**src/hw/irq_pkg.sv**
```systemverilog
`default_nettype none
package irq_pkg;

  // ----------------------------------------------------------------
  // bus geometry
  // ----------------------------------------------------------------
  localparam int ADDR_W = 4;
  localparam int DATA_W = 32;
  localparam int BYTE_W = 8;

  // word indices on the register bus
  localparam logic [3:0] OFS_INTCTL   = 4'h0;
  localparam logic [3:0] OFS_PEN1     = 4'h1;
  localparam logic [3:0] OFS_PEN2     = 4'h2;
  localparam logic [3:0] OFS_SRC_STAT = 4'h3;
  localparam logic [3:0] OFS_SH_BASE  = 4'h8;

  // ----------------------------------------------------------------
  // interrupt_control bit positions
  // ----------------------------------------------------------------
  localparam int GEN_B   = 7;
  localparam int PGATE_B = 6;
  localparam int T0IE_B = 5;
  localparam int EXIE_B = 4;
  localparam int PCIE_B = 3;
  localparam int T0IF_B = 2;
  localparam int EXF_B  = 1;
  localparam int PCIF_B = 0;

  // peripheral_irq_enable_2 implemented bits 7, 3, 0
  localparam logic [7:0] PEN2_MASK  = 8'h89;
  localparam logic [7:0] REG_RESET  = 8'h00;

  // ----------------------------------------------------------------
  // context save
  // ----------------------------------------------------------------
  localparam int SH_COUNT  = 8;
  localparam int SH_IDX_W  = 3;
  localparam int SH_STATUS = 1;
  // timeout and powerdown status bits (4, 3) are never copied in the entry save
  localparam logic [7:0] STATUS_SAVE_MASK = 8'he7;

  localparam int PC_W = 15;
  localparam logic [14:0] IRQ_VECTOR = 15'h0004;

  typedef enum logic [2:0] {
    ST_IDLE   = 3'b001,
    ST_ENTRY  = 3'b010,
    ST_RETURN = 3'b100
  } seq_state_t;

endpackage
`default_nettype wire

```
**src/hw/ctx_shadow.sv**
```systemverilog
`timescale 1ns/10ps
`default_nettype none
module ctx_shadow #(
  parameter int COUNT = irq_pkg::SH_COUNT
) (
  input  wire logic                               clock,
  input  wire logic                               rst,
  input  wire logic                               save,
  input  wire logic [COUNT*irq_pkg::BYTE_W-1:0]   live_ctx,
  input  wire logic                               wr_en,
  input  wire logic [irq_pkg::SH_IDX_W-1:0]       wr_index,
  input  wire logic [irq_pkg::BYTE_W-1:0]         wr_data,
  output logic      [COUNT*irq_pkg::BYTE_W-1:0]   shadow_ctx
);

  // ----------------------------------------------------------------
  // shadow storage, one byte per saved register
  // ----------------------------------------------------------------
  logic [irq_pkg::BYTE_W-1:0] shadow_reg  [COUNT];
  logic [irq_pkg::BYTE_W-1:0] shadow_next [COUNT];

  genvar i;
  generate
    for (i = 0; i < COUNT; i++)
    begin : g_entry
      // entry save wins over a software write in the same cycle
      always_comb
      begin
        shadow_next[i] = shadow_reg[i];
        if (save)
        begin
          if (i == irq_pkg::SH_STATUS)
            shadow_next[i] = live_ctx[i*irq_pkg::BYTE_W +: irq_pkg::BYTE_W]
                             & irq_pkg::STATUS_SAVE_MASK;
          else
            shadow_next[i] = live_ctx[i*irq_pkg::BYTE_W +: irq_pkg::BYTE_W];
        end
        else if (wr_en && int'(wr_index) == i)
          shadow_next[i] = wr_data;
      end

      always_ff @(posedge clock)
      begin
        if (rst)
          shadow_reg[i] <= irq_pkg::REG_RESET;
        else
          shadow_reg[i] <= shadow_next[i];
      end

      assign shadow_ctx[i*irq_pkg::BYTE_W +: irq_pkg::BYTE_W] = shadow_reg[i];
    end
  endgenerate

endmodule
`default_nettype wire

```
**src/hw/irq_enable_context_save.sv**
```systemverilog
// What this block does
// RULE1: on entry push the return program counter onto the return stack
// RULE2: on entry copy accumulator, status less timeout/powerdown, bank, file
// RULE3: on return restore every shadowed register from its shadow copy
// RULE4: shadow copies readable and writable; written value is restored
// RULE5: flags set on their event regardless of any enable bit
// RULE6: software should clear flags before setting matching enables
// RULE7: global enable bit 7 allows enabled interrupts, blocks all when 0
// RULE8: peripheral gate bit 6 must be 1 for peripheral sources
// RULE9: timer0 enable bit 5, flag bit 2, flag set on overflow
// RULE10: external pin enable bit 4, flag bit 1, set on pin event
// RULE11: pin-change enable bit 3, flag bit 0 while any change recorded
// RULE12: pin-change summary read-only, clears when all port flags clear
// RULE13: first enable register maps eight peripheral enables bits 7..0
// RULE14: second enable register: osc fail 7, collision 3, capture2 0
// RULE15: unused second enable bits read zero and ignore writes
// RULE16: all implemented enable and control bits reset to zero
// RULE17: on entry flush prefetch, clear global enable, push, save, vector
// RULE18: return pops address, restores context, sets global enable
// RULE19: external pin edge chosen by edge select: 1 rising, 0 falling
// RULE20: request is global enable and any enabled, gated source pair
`timescale 1ns/10ps
`default_nettype none
module irq_enable_context_save (
  input  wire logic                          clock,
  input  wire logic                          rst,
  // avalon-mm slave
  input  wire logic [irq_pkg::ADDR_W-1:0]    address,
  input  wire logic                          read,
  input  wire logic                          write,
  input  wire logic [irq_pkg::DATA_W-1:0]    writedata,
  input  wire logic [3:0]                    byteenable,
  output logic      [irq_pkg::DATA_W-1:0]    readdata,
  output logic                               waitrequest,
  // event sources
  input  wire logic                          timer0_overflow,
  input  wire logic                          ext_pin,
  input  wire logic                          ext_edge_select,
  input  wire logic [7:0]                    port_pin_change_flags,
  input  wire logic [7:0]                    periph1_flags,
  input  wire logic [7:0]                    periph2_flags,
  // core side
  output logic                               irq_request,
  input  wire logic                          irq_accept,
  input  wire logic                          return_from_irq,
  input  wire logic [irq_pkg::PC_W-1:0]      core_pc,
  input  wire logic [63:0]                   live_ctx,
  output logic                               flush_prefetch,
  output logic                               stack_push,
  output logic      [irq_pkg::PC_W-1:0]      stack_push_data,
  output logic                               stack_pop,
  output logic                               vector_load,
  output logic      [irq_pkg::PC_W-1:0]      vector_addr,
  output logic                               restore_valid,
  output logic      [63:0]                   restore_ctx
);

  // ----------------------------------------------------------------
  // bus slave: one wait state, then the request is taken
  // ----------------------------------------------------------------
  logic                         bus_ack_reg;
  logic                         bus_ack_next;
  logic [irq_pkg::DATA_W-1:0]   rdata_reg;
  logic [irq_pkg::DATA_W-1:0]   rdata_next;
  logic                         bus_req;
  logic                         wr_take;
  logic                         lane0;
  logic [7:0]                   wbyte;
  logic [7:0]                   intctl_view;
  logic [63:0]                  shadow_ctx;
  logic                         sh_hit;
  logic [7:0]                   pen1_reg;
  logic [7:0]                   pen2_reg;
  irq_pkg::seq_state_t          state_reg;

  assign bus_req     = read | write;
  assign waitrequest = bus_req & ~bus_ack_reg;
  assign wr_take     = write & bus_ack_reg;
  assign lane0       = byteenable[0];
  assign wbyte       = writedata[7:0];
  assign readdata    = rdata_reg;
  assign sh_hit      = address[3] == irq_pkg::OFS_SH_BASE[3];

  // read data is latched in the wait cycle so it stands at the take edge
  always_comb
  begin
    bus_ack_next = bus_req & ~bus_ack_reg;
    rdata_next   = rdata_reg;
    if (read && !bus_ack_reg)
    begin
      rdata_next = '0;
      if (sh_hit)
        rdata_next[7:0] = shadow_ctx[address[2:0]*8 +: 8];
      else
        case (address)
          irq_pkg::OFS_INTCTL:   rdata_next[7:0] = intctl_view;
          irq_pkg::OFS_PEN1:     rdata_next[7:0] = pen1_reg;
          irq_pkg::OFS_PEN2:     rdata_next[7:0] = pen2_reg;
          irq_pkg::OFS_SRC_STAT:
            rdata_next[7:0] = periph1_flags;
          default:               rdata_next     = '0;
        endcase
    end
  end

  always_ff @(posedge clock)
  begin
    if (rst)
    begin
      bus_ack_reg <= 1'b0;
      rdata_reg   <= '0;
    end
    else
    begin
      bus_ack_reg <= bus_ack_next;
      rdata_reg   <= rdata_next;
    end
  end

  // ----------------------------------------------------------------
  // control and enable registers
  // ----------------------------------------------------------------
  logic [7:0] intctl_reg;
  logic [7:0] intctl_next;
  logic [7:0] pen1_next;
  logic [7:0] pen2_next;
  logic       ext_prev_reg;
  logic       ext_edge;
  logic       pc_summary;
  logic       enter_now;
  logic       ret_now;
  logic       wr_ctl;

  assign wr_ctl = wr_take & lane0;
  assign enter_now = state_reg == irq_pkg::ST_ENTRY;
  assign ret_now   = state_reg == irq_pkg::ST_RETURN;

  // RULE19 edge select
  // the pin is sampled each clock; only the chosen edge counts
  assign ext_edge = ext_edge_select ? (ext_pin & ~ext_prev_reg)
                                    : (~ext_pin & ext_prev_reg);

  // RULE11 change summary
  // RULE12 clears with port flags
  // summary follows the port flags, so it drops only once all are clear
  assign pc_summary = |port_pin_change_flags;

  always_comb
  begin
    intctl_view = intctl_reg;
    intctl_view[irq_pkg::PCIF_B] = pc_summary;
  end

  // software write first, then hardware set and clear override it
  always_comb
  begin
    intctl_next = intctl_reg;
    pen1_next   = pen1_reg;
    pen2_next   = pen2_reg;
    if (wr_ctl && address == irq_pkg::OFS_INTCTL)
      intctl_next[7:1] = wbyte[7:1];
    // RULE13 enable map
    if (wr_ctl && address == irq_pkg::OFS_PEN1)
      pen1_next = wbyte;
    // RULE14 second map
    // RULE15 unused read zero
    if (wr_ctl && address == irq_pkg::OFS_PEN2)
      pen2_next = wbyte & irq_pkg::PEN2_MASK;
    // RULE5 flags always set
    // RULE9 timer0 flag
    // set wins over a same-cycle software clear
    if (timer0_overflow)
      intctl_next[irq_pkg::T0IF_B] = 1'b1;
    // RULE10 external flag
    if (ext_edge)
      intctl_next[irq_pkg::EXF_B] = 1'b1;
    // RULE17 clear global enable
    if (enter_now)
      intctl_next[irq_pkg::GEN_B] = 1'b0;
    // RULE18 set global enable
    if (ret_now)
      intctl_next[irq_pkg::GEN_B] = 1'b1;
    intctl_next[irq_pkg::PCIF_B] = 1'b0;
  end

  // RULE16 reset to zero
  always_ff @(posedge clock)
  begin
    if (rst)
    begin
      intctl_reg   <= irq_pkg::REG_RESET;
      pen1_reg     <= irq_pkg::REG_RESET;
      pen2_reg     <= irq_pkg::REG_RESET;
      ext_prev_reg <= 1'b0;
    end
    else
    begin
      intctl_reg   <= intctl_next;
      pen1_reg     <= pen1_next;
      pen2_reg     <= pen2_next;
      ext_prev_reg <= ext_pin;
    end
  end

  // ----------------------------------------------------------------
  // request to the core
  // ----------------------------------------------------------------
  logic core_any;
  logic periph_any;

  assign core_any =
      (intctl_reg[irq_pkg::T0IE_B] & intctl_reg[irq_pkg::T0IF_B])
    | (intctl_reg[irq_pkg::EXIE_B] & intctl_reg[irq_pkg::EXF_B])
    | (intctl_reg[irq_pkg::PCIE_B] & pc_summary);

  // RULE8 peripheral gate
  assign periph_any = intctl_reg[irq_pkg::PGATE_B]
                    & (|(pen1_reg & periph1_flags)
                     | |(pen2_reg & periph2_flags));

  // RULE7 global enable
  // RULE20 request combine
  // held off while an entry or return is in flight
  assign irq_request = intctl_reg[irq_pkg::GEN_B]
                     & (core_any | periph_any)
                     & (state_reg == irq_pkg::ST_IDLE);

  // ----------------------------------------------------------------
  // entry and return sequencer
  // ----------------------------------------------------------------
  irq_pkg::seq_state_t        state_next;
  logic [irq_pkg::PC_W-1:0]   push_pc_reg;
  logic [irq_pkg::PC_W-1:0]   push_pc_next;
  logic [63:0]                restore_reg;
  logic [63:0]                restore_next;

  always_comb
  begin
    state_next   = state_reg;
    push_pc_next = push_pc_reg;
    restore_next = restore_reg;
    case (state_reg)
      irq_pkg::ST_IDLE:
      begin
        if (irq_request && irq_accept)
        begin
          state_next   = irq_pkg::ST_ENTRY;
          push_pc_next = core_pc;
        end
        else if (return_from_irq)
        begin
          state_next   = irq_pkg::ST_RETURN;
          restore_next = shadow_ctx;
        end
      end
      irq_pkg::ST_ENTRY:  state_next = irq_pkg::ST_IDLE;
      irq_pkg::ST_RETURN: state_next = irq_pkg::ST_IDLE;
      default:            state_next = irq_pkg::ST_IDLE;
    endcase
  end

  always_ff @(posedge clock)
  begin
    if (rst)
    begin
      state_reg   <= irq_pkg::ST_IDLE;
      push_pc_reg <= '0;
      restore_reg <= '0;
    end
    else
    begin
      state_reg   <= state_next;
      push_pc_reg <= push_pc_next;
      restore_reg <= restore_next;
    end
  end

  // RULE1 push return pc
  // RULE17 flush and vector
  assign flush_prefetch  = enter_now;
  assign stack_push      = enter_now;
  assign stack_push_data = push_pc_reg;
  assign vector_load     = enter_now;
  assign vector_addr     = irq_pkg::IRQ_VECTOR;

  // RULE3 restore context
  // RULE18 pop and restore
  // live edits made in the routine are overwritten by these copies
  assign stack_pop     = ret_now;
  assign restore_valid = ret_now;
  assign restore_ctx   = restore_reg;

  // ----------------------------------------------------------------
  // shadow bank
  // ----------------------------------------------------------------
  // RULE2 save on entry
  // RULE4 shadow access
  ctx_shadow #(
    .COUNT (irq_pkg::SH_COUNT)
  ) u_shadow (
    .clock      (clock),
    .rst        (rst),
    .save       (state_reg == irq_pkg::ST_IDLE && irq_request
                 && irq_accept),
    .live_ctx   (live_ctx),
    .wr_en      (wr_ctl && sh_hit),
    .wr_index   (address[2:0]),
    .wr_data    (wbyte),
    .shadow_ctx (shadow_ctx)
  );

  // ----------------------------------------------------------------
  // checks
  // ----------------------------------------------------------------
  global_block_a: assert property ( // RULE7
    @(posedge clock) disable iff (rst)
    !intctl_reg[irq_pkg::GEN_B] |-> !irq_request)
    else $error("request raised with global enable low");

  periph_gate_a: assert property ( // RULE8
    @(posedge clock) disable iff (rst)
    (!intctl_reg[irq_pkg::PGATE_B] && !core_any) |-> !irq_request)
    else $error("peripheral request passed a closed gate");

  timer_flag_a: assert property ( // RULE9
    @(posedge clock) disable iff (rst)
    timer0_overflow |=> intctl_reg[irq_pkg::T0IF_B])
    else $error("timer0 flag not set after overflow");

  ext_edge_a: assert property ( // RULE19
    @(posedge clock) disable iff (rst)
    (ext_edge_select && ext_pin && !$past(ext_pin))
      |=> intctl_reg[irq_pkg::EXF_B])
    else $error("rising edge did not set external flag");

  summary_flag_a: assert property ( // RULE12
    @(posedge clock) disable iff (rst)
    intctl_view[irq_pkg::PCIF_B] == (port_pin_change_flags != 8'h00))
    else $error("pin-change summary out of step");

  peripheral_irq_enable_2_unused_a: assert property ( // RULE15
    @(posedge clock) disable iff (rst)
    (pen2_reg & ~irq_pkg::PEN2_MASK) == 8'h00)
    else $error("unused second enable bit set");

  entry_seq_a: assert property ( // RULE17
    @(posedge clock) disable iff (rst)
    (irq_request && irq_accept) |=> stack_push && vector_load
      && stack_push_data == $past(core_pc)
      ##1 !intctl_reg[irq_pkg::GEN_B])
    else $error("entry sequence wrong");

  return_seq_a: assert property ( // RULE18
    @(posedge clock) disable iff (rst)
    (state_reg == irq_pkg::ST_IDLE && !irq_accept && return_from_irq)
      |=> stack_pop && restore_valid && restore_ctx == $past(shadow_ctx)
      ##1 intctl_reg[irq_pkg::GEN_B])
    else $error("return sequence wrong");

  status_mask_a: assert property ( // RULE2
    @(posedge clock) disable iff (rst)
    (irq_request && irq_accept)
      |=> shadow_ctx[15:8] == ($past(live_ctx[15:8])
                               & irq_pkg::STATUS_SAVE_MASK))
    else $error("status shadow not masked copy");

endmodule
`default_nettype wire

```
**config.mk**
```make
export PLATFORM = sky130hd
export DESIGN_NAME = irq_enable_context_save
export DESIGN_NICKNAME = d
export VERILOG_FILES = /design/src/hw/irq_pkg.sv /design/src/hw/ctx_shadow.sv /design/src/hw/irq_enable_context_save.sv
export SDC_FILE = /design/constraint.sdc
export NUM_CORES = 1
export LEC_CHECK = 0
export BUFFER_PORTS_ARGS = -buffer_cell sky130_fd_sc_hd__buf_2
export CAP_MARGIN = 10
export CORE_MARGIN = 5
export CORE_UTILIZATION = 57
export CTS_CLUSTER_SIZE = 25
export DETAILED_ROUTE_END_ITERATION = 10
export GPL_ROUTABILITY_DRIVEN = 0
export PLACE_DENSITY = 0.95
export SYNTH_ARGS = -nofsm -noshare
export SYNTH_HDL_FRONTEND = slang
export SYNTH_SLANG_ARGS = --single-unit
```
**constraint.sdc**
```tcl
create_clock -name clock -period 3.25 [get_ports clock]
set_input_delay 0.1625 -clock clock [delete_from_list [all_inputs] [get_ports clock]]
set_output_delay 0.1625 -clock clock [all_outputs]
set_load 0.005 [all_outputs]
```
==> results.yml <==
setup_path:
  r2r.worst_path.cells: 4
  end_kind: "flop"
  critical_path_class: "flop to flop"
  cp-start-kind: "flop"
  crit_fanout: 41
  cp.required_ns: 3.57
  arrival_ns: 2.76
die:
  die_h_um: 140
  fp.dieArea_um2: 19500
  coreArea_um2: 16600
  num_io_pins: 285
  initial_core_util_pct: 57.9
  die_w_um: 140
  std_cell_rows: 47
cts:
  clock_latency_ns: 0.43
  cts_buffer_depth: 2
  h-tree-depth: 4
  path_clk_slew_ns: 0.06
  cts_root_buf: "clkbuf_16"
  cts_tree: "done"
  numCtsBuffers: 17
  post_cts_resized: 0
  cts.sinks: 174
synth:
  syn_area_um2: 9600
  yosys-mux-area-fraction_pct: 32.2
  synth-compound-area-share_pct: 3.02
  ys_types: 41
  synth_edf_count: 0
  synth.avg_cell_area_um2: 10.1
  yosysTopAreaCell: "dfxtp_1"
  synth-simple-area-share_pct: 20.7
  synth_top_family_by_area: "multiplexers"
  yosysTopAreaCellShare_pct: 36.3
  ys_seq_elements: 174
  ys.flop_type: "dfxtp_1"
  synthCells: 953
  yosysWarningCount: 0
  synth-adder-area-share_pct: 0
  synthArstFlopShare_pct: 0
  yosys.area_share.xor_xnor_pct: 0
  yosysSeqAreaShare_pct: 36.3
  synthTopCellsByArea: "dfxtp_1, mux2i_1, nand2b_1, mux2_4, nor2b_1"
pwr:
  static-leakage-power_nw: 5.10
  max-vdd-ir-drop_mv: 0.354
  power.density_nw_per_um2: 418
sta:
  fin_skew_ns: 0.00923
  setup_viol: 0
  finalCritPeriodShare_pct: 75.1
  fin_tns_setup_ns: 0
  slew_headroom_pct: 45.6
  tightest_slew_ns: 0.816
  drv_slew: 0
  period_minus_slack_ns: 2.44
  grt_setup_unrepaired: "no"
  fmax_mhz: 410
  hold_viol: 0
routing:
  route.detailed.drc: 0
  viasPerCell: 5.35
  wl_per_cell_um: 18.9
  drtAntennaViolNets: 0
  drt_iter0_drc: 636
  drtPass1Iterations: 7
  vias: 7309
  totalWireLength_mm: 25.9
final_layout:
  fillers: 1261
  nets: 1283
  register_area_um2: 3480
  final_common_cell: "buf_2"
  final_cell_mix: "buf_2, dfxtp_1, mux2i_1"
  drive_above_1_share_pct: 30.9
  areaGrowthSynthToFinish_pct: 17.9
  final_util_pct: 68.2
  multiInputGateArea_um2: 5540
run_status:
  status: "finished clean"
placed_design:
  port_buffers: 211
  hpwl_mm: 18.0
global_routing:
  antenna_found_initial: 4
  grt-ovfl-total: 0
  grt_use_total_pct: 25.7
  grt_pass1_vias: 7386
  grt_max_degree: 108
  grt_pass1_wl_mm: 39.8
min_path:
  hold_path_class: "input pin to flop"
  hold_path_depth: 3
flow_run:
  maxCapViolCount: 0
==> cells by family after synthesis <==
| group | count (synthesis) |
|---|---|
| compound gates | 41 |
| flops | 174 |
| simple gates | 357 |
| buf+inv | 124 |
| other cells | 2 |
| mux | 255 |
==> metrics by stage <==
stage | instances | worst slack (ns) | power, mW | area, µm² | hold WS, ns
after floorplan | 990 | 1.39 | 2.56 | 9740 | 0.291
after global placement | 1317 | 0.760 | 2.68 | 10600 | 0.402
after detailed placement | 1317 | 0.727 | 2.69 | 10600 | 0.430
after CTS | 1364 | 0.845 | 4.74 | 11300 | 0.00000308
after global routing | 1365 | 0.705 | 4.89 | 11300 | 0.00680
final | 1365 | 0.811 | 4.73 | 11300 | 0.0103
==> final cells by class <==
class,instances,share of cell area [%]
Clock buffer,19,4.00
Sequential cell,174,30.8
Multi-Input combinational cell,692,48.9
Timing Repair Buffer,243,12.5
Antenna cell,1,0.0221
Clock inverter,13,1.22
Inverter,3,0.0995
Tap cell,220,2.43
==> per-layer routing <==
layer  global-route usage [%]  vias to the layer above  routed length, µm  part of all wire, %
li1                         -                     3487                  -                    -
met1                     31.9                     3447              10900                   42
met2                     42.5                      306              12300                   48
met3                     6.28                       63               1780                  6.9
met4                     11.1                        6                882                  3.4
met5                        0                        -                 28                 0.11
==> power breakdown <==
part           internal, mW  leakage, nW  switching [mW]
clock                  1.18        0.286           0.890
sequential             2.15         1.40          0.0128
combinational         0.237         3.41           0.263
==> cells in the mapped netlist, drive strengths merged (2+ instances only) <==
cell type and instances:
a211oi 7, a21oi 4, a22oi 13, and3 2
and4b 2, buf 78, clkbuf 43, conb 2
dfxtp 174, inv 3, mux2 70, mux2i 167
mux4 18, nand2 14, nand2b 159, nand3 3
nor2 92, nor2b 67, nor3 4, nor3b 6
o21ai 8, or4 2, or4b 2
==> worst paths after layout <==
| path | from | end | slack, ns |
|---|---|---|---|
| worst min-delay path | core_pc[2] | stack_push_data[2]$_SDFFE_PP0P_ | 0.01 |
| worst max-delay path | state_reg[0]$_SDFFE_PP1P_ | u_shadow.shadow_reg[1][5]$_SDFFE_PP0P_ | 0.81 |
| worst max register to register | state_reg[0]$_SDFFE_PP1P_ | u_shadow.shadow_reg[1][5]$_SDFFE_PP0P_ | 0.81 |
| worst min register to register | restore_ctx[35]$_SDFFE_PP0P_ | restore_ctx[35]$_SDFFE_PP0P_ | 0.47 |
==> timing repair <==
action / CTS / global route
hold buffers: 15 / 0
buffers inserted: 0 / 0
setup endpoints to repair: 0 / 0
hold endpoints to repair: 15 / 0
==> worst max-delay path: stages (launching register included) <==
cell and delay, ns:
dfxtp_1 0.38, nor3b_1 0.45, o2111a_4 0.80, buf_4 0.32, mux2_4 0.32
(Power assumes the default switching activity.)
